## src/rst_pd_pkg.sv

```systemverilog
// Purpose: constants for the reset and power-down controller
// Assumes: 32-bit APB, word-aligned registers
// Notes:   offsets are byte addresses
package rst_pd_pkg;
  localparam logic [7:0]  ADDR_CTRL      = 8'h00;
  localparam logic [7:0]  ADDR_TIMER     = 8'h04;
  localparam logic [7:0]  ADDR_STATUS    = 8'h08;
  localparam logic [7:0]  ADDR_CMD       = 8'h0C;
  localparam int          WAKE_EN_BIT    = 7;
  localparam int          DIV_LO_BIT     = 3;
  localparam logic [7:0]  CTRL_RESET     = 8'h80;
  localparam logic [7:0]  TIMER_RESET    = 8'h00;
  localparam logic [3:0]  WDT_OFF_CODE   = 4'hA;
  localparam logic [1:0]  DIV_SLOWEST    = 2'h0;
  localparam logic [7:0]  OP_HALT_OSC    = 8'h7F;
  localparam logic [7:0]  OP_CPU_SLEEP   = 8'h6F;
  localparam logic [15:0] RESET_VECTOR   = 16'h0100;
  localparam int          STAB_PERIODS   = 65536;
  localparam int          DIV_SEL_W      = 2;
  typedef enum logic [1:0] {
    ST_RESET = 2'b00,
    ST_STAB  = 2'b01,
    ST_RUN   = 2'b11,
    ST_SLEEP = 2'b10
  } pd_state_t;
endpackage

```

## src/reset_and_power_down_control.sv

```systemverilog
// Purpose: merge reset sources, run stabilization, handle halt-osc and sleep
// Assumes: clk_sys is the oscillator clock; osc gating is modelled by oscRun
// Notes:   registers reached over APB; cpu opcodes arrive as a strobe
//
// Implementation choices: the address map and the APB register port.
`timescale 1ns/10ps
module reset_and_power_down_control #(
  parameter int STAB_CYCLES = rst_pd_pkg::STAB_PERIODS,
  parameter int WDT_CYCLES  = 65536
) (
  input  wire logic                           clk_sys,
  input  wire logic                           nrst,
  input  wire logic                           clkEn,
  input  wire logic                           lvrSelect,
  input  wire logic                           ext_reset_in_n,
  input  wire logic                           lowVoltage,
  input  wire logic                           wdtRefresh,
  input  wire logic                           opStrobe,
  input  wire logic [7:0]                     opCode,
  input  wire logic                           ext_wake_irq0,
  input  wire logic                           ext_wake_irq1,
  input  wire logic                           irqPending,
  input  wire logic                           irqEnabled,
  input  wire logic                           psel,
  input  wire logic                           penable,
  input  wire logic                           pwrite,
  input  wire logic [7:0]                     paddr,
  input  wire logic [31:0]                    pwdata,
  output logic [31:0]                         prdata,
  output logic                                pready,
  output logic                                pslverr,
  output logic                                sysReset,
  output logic                                cpuClkEn,
  output logic                                oscRun,
  output logic                                periphClkEn,
  output logic                                vectorFetch,
  output logic [15:0]                         pcLoad,
  output logic                                irqService,
  output logic                                irqGlobalOff,
  output logic                                portsInput,
  output logic                                portDirHold,
  output logic [rst_pd_pkg::DIV_SEL_W-1:0]    divSel,
  output logic                                pinAsGpio
);
  import rst_pd_pkg::*;

  initial begin
    // the largest programmed shift is three, so the base count must survive it
    if ((STAB_CYCLES >> 3) < 2 || WDT_CYCLES < 2) begin
      $error("counts too small");
    end
  end

  localparam int CW = $clog2(STAB_CYCLES > WDT_CYCLES ? STAB_CYCLES : WDT_CYCLES) + 1;

  // two-stage synchronisers; first stage read only by the second
  logic       pinMeta;
  logic       pinSync;
  logic       lvMeta;
  logic       lvSync;
  logic [1:0] wakeMeta;
  logic [1:0] wakeSync;

  always_ff @(posedge clk_sys or negedge nrst) begin
    if (!nrst) begin
      pinMeta  <= 1'b0;
      pinSync  <= 1'b0;
      lvMeta   <= 1'b1;
      lvSync   <= 1'b1;
      wakeMeta <= 2'h0;
      wakeSync <= 2'h0;
    end else if (clkEn) begin
      pinMeta  <= ext_reset_in_n;
      pinSync  <= pinMeta;
      lvMeta   <= lowVoltage;
      lvSync   <= lvMeta;
      wakeMeta <= {ext_wake_irq1, ext_wake_irq0};
      wakeSync <= wakeMeta;
    end
  end

  // registers
  logic [7:0]      ctrlReg;
  logic [7:0]      timerReg;
  pd_state_t       state;
  logic            haltOsc;
  // stabilization entered by an interrupt wake: no reset, no vector fetch
  logic            wakeStab;
  logic            wdtFired;
  logic [CW-1:0]   stabCnt;
  logic [CW-1:0]   wdtCnt;

  // source merge
  wire pinReset   = !lvrSelect && !pinSync;
  wire lvReset    = lvrSelect && lvSync;
  wire anyReset   = pinReset || lvReset || wdtFired;
  wire wdtEnabled = timerReg[7:4] != WDT_OFF_CODE;
  wire wakeOk     = ctrlReg[WAKE_EN_BIT] && (|wakeSync);
  wire sleepWake  = irqPending && irqEnabled;

  // stabilization length: programmed value scales the base count
  wire [CW-1:0] stabLimit = CW'(STAB_CYCLES >> timerReg[1:0]);

  // apb decode
  wire acc     = psel && penable;
  wire wrCtrl  = acc && pwrite && paddr == ADDR_CTRL;
  wire wrTimer = acc && pwrite && paddr == ADDR_TIMER;
  wire wrCmd   = acc && pwrite && paddr == ADDR_CMD;
  wire mapped  = paddr == ADDR_CTRL || paddr == ADDR_TIMER ||
                 paddr == ADDR_STATUS || paddr == ADDR_CMD;
  wire opHalt  = state == ST_RUN && opStrobe && opCode == OP_HALT_OSC;
  wire opSleep = state == ST_RUN && opStrobe && opCode == OP_CPU_SLEEP;
  wire haltWake = haltOsc && wakeOk;

  // output terms; a reset raised in run must drop the cpu clock at once
  wire inReset   = anyReset || state == ST_RESET;
  wire stabDone  = state == ST_STAB && stabCnt >= stabLimit - 1'b1;
  wire runClk    = state == ST_RUN && !anyReset;
  wire periphOn  = !anyReset && (state == ST_RUN || state == ST_SLEEP && !haltOsc);
  wire resetHold = inReset || state == ST_STAB && !wakeStab;
  wire fetchNow  = stabDone && !wakeStab && !anyReset;

  logic [31:0] next_prdata;
  always_comb begin
    next_prdata = 32'h0000_0000;
    if (paddr == ADDR_CTRL) begin
      next_prdata[7:0] = ctrlReg;
    end else if (paddr == ADDR_TIMER) begin
      next_prdata[7:0] = timerReg;
    end else if (paddr == ADDR_STATUS) begin
      next_prdata[3:0] = {wdtFired, haltOsc, state};
    end
  end

  // bus answers in the access cycle itself (zero wait)
  always_ff @(posedge clk_sys or negedge nrst) begin
    if (!nrst) begin
      prdata  <= 32'h0000_0000;
      pready  <= 1'b0;
      pslverr <= 1'b0;
    end else if (clkEn) begin
      pready  <= psel && !penable;
      pslverr <= psel && !penable && !mapped;
      prdata  <= next_prdata;
    end
  end

  // control registers default on any internal reset; kept on interrupt wake
  always_ff @(posedge clk_sys or negedge nrst) begin
    if (!nrst) begin
      ctrlReg  <= CTRL_RESET;
      timerReg <= TIMER_RESET;
    end else if (clkEn) begin
      if (anyReset) begin
        ctrlReg  <= CTRL_RESET;
        timerReg <= TIMER_RESET;
      end else begin
        if (wrCtrl) begin
          ctrlReg <= pwdata[7:0];
        end
        if (wrTimer) begin
          timerReg <= pwdata[7:0];
        end
      end
    end
  end

  // watchdog; overflow fires a one-shot reset
  always_ff @(posedge clk_sys or negedge nrst) begin
    if (!nrst) begin
      wdtCnt   <= '0;
      wdtFired <= 1'b0;
    end else if (clkEn) begin
      wdtFired <= 1'b0;
      if (wdtRefresh || !wdtEnabled || state != ST_RUN && state != ST_SLEEP) begin
        wdtCnt <= '0;
      end else if (wdtCnt == CW'(WDT_CYCLES - 1)) begin
        wdtCnt   <= '0;
        wdtFired <= 1'b1;
      end else begin
        wdtCnt <= wdtCnt + 1'b1;
      end
    end
  end

  // sequencer
  always_ff @(posedge clk_sys or negedge nrst) begin
    if (!nrst) begin
      state    <= ST_RESET;
      haltOsc  <= 1'b0;
      wakeStab <= 1'b0;
      stabCnt  <= '0;
    end else if (clkEn) begin
      if (anyReset) begin
        state    <= ST_RESET;
        haltOsc  <= 1'b0;
        wakeStab <= 1'b0;
        stabCnt  <= '0;
      end else begin
        unique case (state)
          ST_RESET: begin
            state   <= ST_STAB;
            stabCnt <= '0;
          end
          ST_STAB: begin
            // pin-release of halt shows up as anyReset, so only count here
            if (stabCnt >= stabLimit - 1'b1) begin
              state    <= ST_RUN;
              wakeStab <= 1'b0;
            end else begin
              stabCnt <= stabCnt + 1'b1;
            end
          end
          ST_RUN: begin
            if (opHalt || wrCmd && pwdata[7:0] == OP_HALT_OSC) begin
              haltOsc <= 1'b1;
              state   <= ST_SLEEP;
            end else if (opSleep || wrCmd && pwdata[7:0] == OP_CPU_SLEEP) begin
              state <= ST_SLEEP;
            end
          end
          ST_SLEEP: begin
            if (haltWake) begin
              haltOsc  <= 1'b0;
              wakeStab <= 1'b1;
              state    <= ST_STAB;
              stabCnt  <= '0;
            end else if (!haltOsc && sleepWake) begin
              state <= ST_RUN;
            end
          end
        endcase
      end
    end
  end

  // outputs, all registered
  always_ff @(posedge clk_sys or negedge nrst) begin
    if (!nrst) begin
      sysReset     <= 1'b1;
      cpuClkEn     <= 1'b0;
      oscRun       <= 1'b1;
      periphClkEn  <= 1'b0;
      vectorFetch  <= 1'b0;
      pcLoad       <= RESET_VECTOR;
      irqService   <= 1'b0;
      irqGlobalOff <= 1'b1;
      portsInput   <= 1'b1;
      portDirHold  <= 1'b0;
      divSel       <= DIV_SLOWEST;
      pinAsGpio    <= 1'b0;
    end else if (clkEn) begin
      sysReset     <= resetHold;
      cpuClkEn     <= runClk;
      oscRun       <= !haltOsc;
      periphClkEn  <= periphOn;
      vectorFetch  <= fetchNow;
      pcLoad       <= RESET_VECTOR;
      irqService   <= state == ST_SLEEP && (haltWake || !haltOsc && sleepWake);
      irqGlobalOff <= inReset;
      portsInput   <= inReset;
      portDirHold  <= state == ST_SLEEP;
      divSel       <= ctrlReg[DIV_LO_BIT+DIV_SEL_W-1:DIV_LO_BIT];
      pinAsGpio    <= lvrSelect;
    end
  end
endmodule // reset_and_power_down_control

```

## config.mk

```make
export PLATFORM = sky130hd
export DESIGN_NAME = reset_and_power_down_control
export DESIGN_NICKNAME = d
export VERILOG_FILES = /design/src/rst_pd_pkg.sv /design/src/reset_and_power_down_control.sv
export SDC_FILE = /design/constraint.sdc
export NUM_CORES = 1
export LEC_CHECK = 0
export ABC_AREA = 1
export BUFFER_PORTS_ARGS = -buffer_cell sky130_fd_sc_hd__buf_4
export CORE_MARGIN = 2
export CORE_UTILIZATION = 49
export CTS_CLUSTER_DIAMETER = 200
export CTS_CLUSTER_SIZE = 40
export DETAILED_ROUTE_END_ITERATION = 8
export HOLD_SLACK_MARGIN = 0.03
export PLACE_DENSITY = 0.75
export SLEW_MARGIN = 5
export SYNTH_ARGS = -nofsm -noshare
export SYNTH_HDL_FRONTEND = slang
export SYNTH_SLANG_ARGS = --single-unit
export TNS_END_PERCENT = 20
```

## constraint.sdc

```tcl
create_clock -name clk_sys -period 1.89 [get_ports clk_sys]
set_input_delay 0.378 -clock clk_sys [delete_from_list [all_inputs] [get_ports clk_sys]]
set_output_delay 0.378 -clock clk_sys [all_outputs]
set_load 0.1 [all_outputs]
```

; Word level (Yosys, flattened, before mapping)
; Index checks and enable logic that the tools add are counted.
; W data, S select, Z words.
[totals]
inputBits = 63
ff_bits = 84
[op_classes]
add_sub_neg = 3
n_mux = 31
eq_ne = 20
order_cmp = 1
shift = 1
n_reduce_logical = 62
[op_table]
columns = operator, n
row1 = $mux W17, 5
row2 = $pmux W17 S3, 1
row3 = $mux W8, 5
row4 = $add A17 B1 Y17 const B, 2
row5 = $eq A8 B7 Y1 const B, 4
row6 = $logic_and A1 B1 Y1, 27
row7 = $eq A17 B16 Y1 const B, 1
row8 = $ge A17 B17 Y1, 1
row9 = $shr A17 B2 Y17 const A, 1
row10 = $sub A17 B1 Y17 const B, 1
row11 = $eq A8 B4 Y1 const B, 2
row12 = $reduce_and A4 Y1, 4
row13 = $logic_or A1 B1 Y1, 13
row14 = $mux W2, 6
row15 = $mux W4, 3
row16 = $eq A8 B3 Y1 const B, 1
row17 = $logic_not A1 Y1, 8
row18 = $logic_not A8 Y1, 1
row19 = $mux W1, 8
row20 = $ne A4 B4 Y1 const B, 2
row21 = $pmux W2 S4, 1
row22 = $ne A3 B2 Y1 const B, 2
row23 = $ne A3 B3 Y1 const B, 2
row24 = $reduce_bool A3 Y1, 2
row25 = 10 further kinds, 15

; Depth between registers and ports, before layout
[depth]
word_depth = 9
ltp_mapped = 14
mapped_depth_nobuf = 13

; Worst setup path before layout
; Ideal clock, no wire load.
[synth_path]
kind = reg-to-reg
startpoint = register timerReg[1]
endpoint = register stabCnt[14]
slack_ns = 0.017
path_buffers = 1
arrival_ns = 1.756
stages_incl_launch_ff = 12
cell_sequence = dfrtp_1 or2_2 ha_1 nand2_1 nor2_1 and2_1 nand2_2 nand2_2 nand2_4 buf_2 nand3_1 nand2_1
[synth_between]
elab_chain_len = 5
[synth_lines]
columns = item, line_no
row1 = "start, declared", reset_and_power_down_control.sv:84  ; logic [7:0] timerReg;
row2 = "start signal, assigned", reset_and_power_down_control.sv:162  ; timerReg <= pwdata[7:0];
row3 = $shr A17 B2 Y17, reset_and_power_down_control.sv:102  ; wire [CW-1:0] stabLimit = CW'(STAB_CYCLES >> timerReg[1:0]);
row4 = $sub A17 B1 Y17, reset_and_power_down_control.sv:207  ; if (stabCnt >= stabLimit - 1'b1) begin
row5 = $ge A17 B17 Y1, reset_and_power_down_control.sv:207
row6 = $ne A3 B3 Y1 (no source line), --
row7 = $reduce_and A4 Y1 (no source line), --
row8 = "end signal, assigned", reset_and_power_down_control.sv:211  ; stabCnt <= stabCnt + 1'b1;
row9 = "end, declared", reset_and_power_down_control.sv:90  ; logic [CW-1:0] stabCnt;
; Every way passes these cells.
; A chain may end at the register's enable or synchronous reset.

; Worst setup path in the final report
[layout_path]
startpoint = register timerReg[0]
endpoint = register stabCnt[14]
; Same word-level chain as after synthesis.

==> metrics.txt <==
status complete, but fails checks; failing checks hold timing; Min Hold Slack -0.00706 ns; DIE HEIGHT approximately 110 µm; DPL Wire Length around 8 mm; Synth Cell Area roughly 0.0050 mm²; H-tree levels 3; clock transition at the registers of the reported paths 0.09 ns; Boundary Pins around 130; grt ovf 0; sinks on the clock net 84; initial core utilization approximately half; Initial DRC Count about 230; critical path fanouts, max 4; Syn-to-layout area delta 20.8%; CP Data Arrival Time 2.12 ns; Skew-Pair Late Insertion Delay between 0.3 and 0.4 ns; # DRC 0; FILL cells between 800 and 900; Vias about 4600; max cap viols 0; diodes inserted 0; Post-Route Setup TNS 0 ns; commonest non-fill, non-tap cell in the layout nand2_1; drt pass-1 iters 5; DIE AREA 0.0111 mm²; CP endpoint kind register; Mean Syn Cell Area 7.41 µm²; TritonCTS clock tree built; Nets roughly 830; CORE AREA between 0.009 and 0.01 mm²; CTS Buf Count 9; Seq/Total Area, Yosys between 40 and 50%; Placer Congestion slightly below 0.9; total instance count after detailed placement between 800 and 900; fin crit period roughly 1.9 ns; #FFs+latches synth 84; Hold WC Path Type in2async; RSZ-0062 raised after global routing yes; Routed Antenna Nets 0; wire length per cell between 10 and 15 µm; final wirelength 12.0 mm; peak supply drop around 0.00061 V; via/cell ratio about 5.1; first-pass GRT wire length 19.5 mm; Non-Filler Instances roughly 900; row count 36; Hold Fails Final Rpt 2; FF+latch area roughly 0.0021 mm²; Slew Limit Fails 0; vias in the first global route about 4300; Crit path required time 2.14 ns; root buffer cell clkbuf_8; commonest non-fill, non-tap cells in the layout nand2_1, nor2_1, buf_4; post-layout util about three fifths; Power Dens Cells between 900 and 1000 mW/mm²; CP Launch Type register; final setup violation count 0; clock buffer depth 2; Multi-input gate area between 0.002 and 0.003 mm²; critical path class reg2reg; initial antenna violation count 0; Yosys cell types 42; share of layout cells above drive strength 1 about a fifth; max frequency 537 MHz; Clock Skew ~0.018 ns; Final period util slightly below 100%; Die Width 105 µm; cell count after synthesis between 600 and 700; largest net degree at the start of global routing 85; GRT Resource Usage Total 21.8%; PortBufs 60; Leak Pwr ~3.0 nW; YS warnings 0
[cells by family (layout without fill, tap and decap cells)]
kind of cell             Yosys count  in the layout  synth area share, %
AND/OR/NAND/NOR                  383            388                 33.2
AO/OA/AOI/OAI                     66             66                 7.16
other                              2             41                0.150
XOR/XNOR                          15             15                 2.62
flip-flops                        84             84                 42.0
adder cells (fa/ha/maj)           11             11                 2.74
buffers and inverters            116            158                 12.1
[Yosys cell counts, drive strengths merged]
cell,n,area [µm²]
a21oi,16,83.8
and2,1,6.26
buf,51,364
clkbuf,6,22.5
conb,2,7.51
dfrtp,78,1950
dfstp,6,158
ha,11,138
inv,59,221
nand2,216,842
nand3,53,270
nand3b,4,42.5
nand4,7,43.8
nor2,90,384
nor3,8,51.3
nor4,1,6.26
o211ai,2,15.0
o21ai,41,209
o21bai,3,22.5
o22ai,2,12.5
o311ai,1,8.76
o31ai,1,7.51
or2,3,18.8
xnor2,4,35.0
xor2,11,96.3
[worst max-delay path: stages (launching register included)]
cell and delay (ns):
dfrtp_1 0.39, or2_4 0.26, ha_4 0.27, nand2_4 0.05, nor2_4 0.10, nand2_2 0.08, nor2_4 0.11, nor2_4 0.05
nand2_4 0.10, buf_12 0.12, nand2_4 0.07, nand3_1 0.08, nand2_1 0.06
[final cells by class]
cell class	count	share of cell area, %
Sequential cell	84	34.8
Multi-Input combinational cell	521	44.2
Clock buffer	10	2.11
Timing Repair Buffer	83	11.0
Clock inverter	6	1.47
Tap cell	133	2.75
Inverter	59	3.65
[per-stage QoR]
stage	setup WS [ns]	total power, mW	cell area [µm²]
floorplan	0.0174	3.77	5160
finish	0.0289	5.83	6060
CTS	-0.00449	5.71	5930
detailed placement	-0.0986	4.18	5550
global placement	-0.0559	4.13	5550
global route	-0.0755	6.09	6060
[power by group]
| part | switching [mW] | internal, mW |
|---|---|---|
| sequential | 0.172 | 2.02 |
| clock | 0.687 | 0.745 |
| combinational | 1.65 | 0.558 |
| total | 2.51 | 3.32 |
[final timing paths]
check                                             start                      end  slack (ns)  cells after the start
worst max-delay path            timerReg[0]$_DFFE_PN0P_  stabCnt[14]$_DFFE_PN0P_        0.03                     12
worst min-delay path                               nrst       pready$_DFFE_PN0P_      -0.007                      2
worst max register to register  timerReg[0]$_DFFE_PN0P_  stabCnt[14]$_DFFE_PN0P_        0.03                     12
worst min register to register       lvSync$_DFFE_PN1P_       lvSync$_DFFE_PN1P_        0.47                      2
max in group asynchronous                          nrst   ctrlReg[7]$_DFFE_PN1P_        1.46                      2
min in group clk_sys                     ext_reset_in_n      pinMeta$_DFFE_PN0P_        0.21                      3
[flip-flops by register name, summed over array words and instances (netlist names), 2 cells and up]
| register | count |
|---|---|
| wdtCnt | 17 |
| divSel | 2 |
| prdata | 8 |
| wakeSync | 2 |
| state | 2 |
| ctrlReg | 8 |
| wakeMeta | 2 |
| stabCnt | 17 |
| timerReg | 8 |
[layer usage]
metal	track usage [%]	wire length (µm)	up-vias
met5	0	0	-
met4	8.76	262	0
met3	4.24	733	27
met2	35.8	5950	173
met1	28.4	5070	2133
li1	-	-	2230
[timing repair]
item / CTS / global route
setup endpoints to repair: 20 / 35
buffers inserted: 3 / 3
hold buffers: 0 / 0
gates resized for setup: 20 / 25
pin swaps: 14 / 8
gates cloned: 4 / 1
Power figures use the tool's default switching activity.
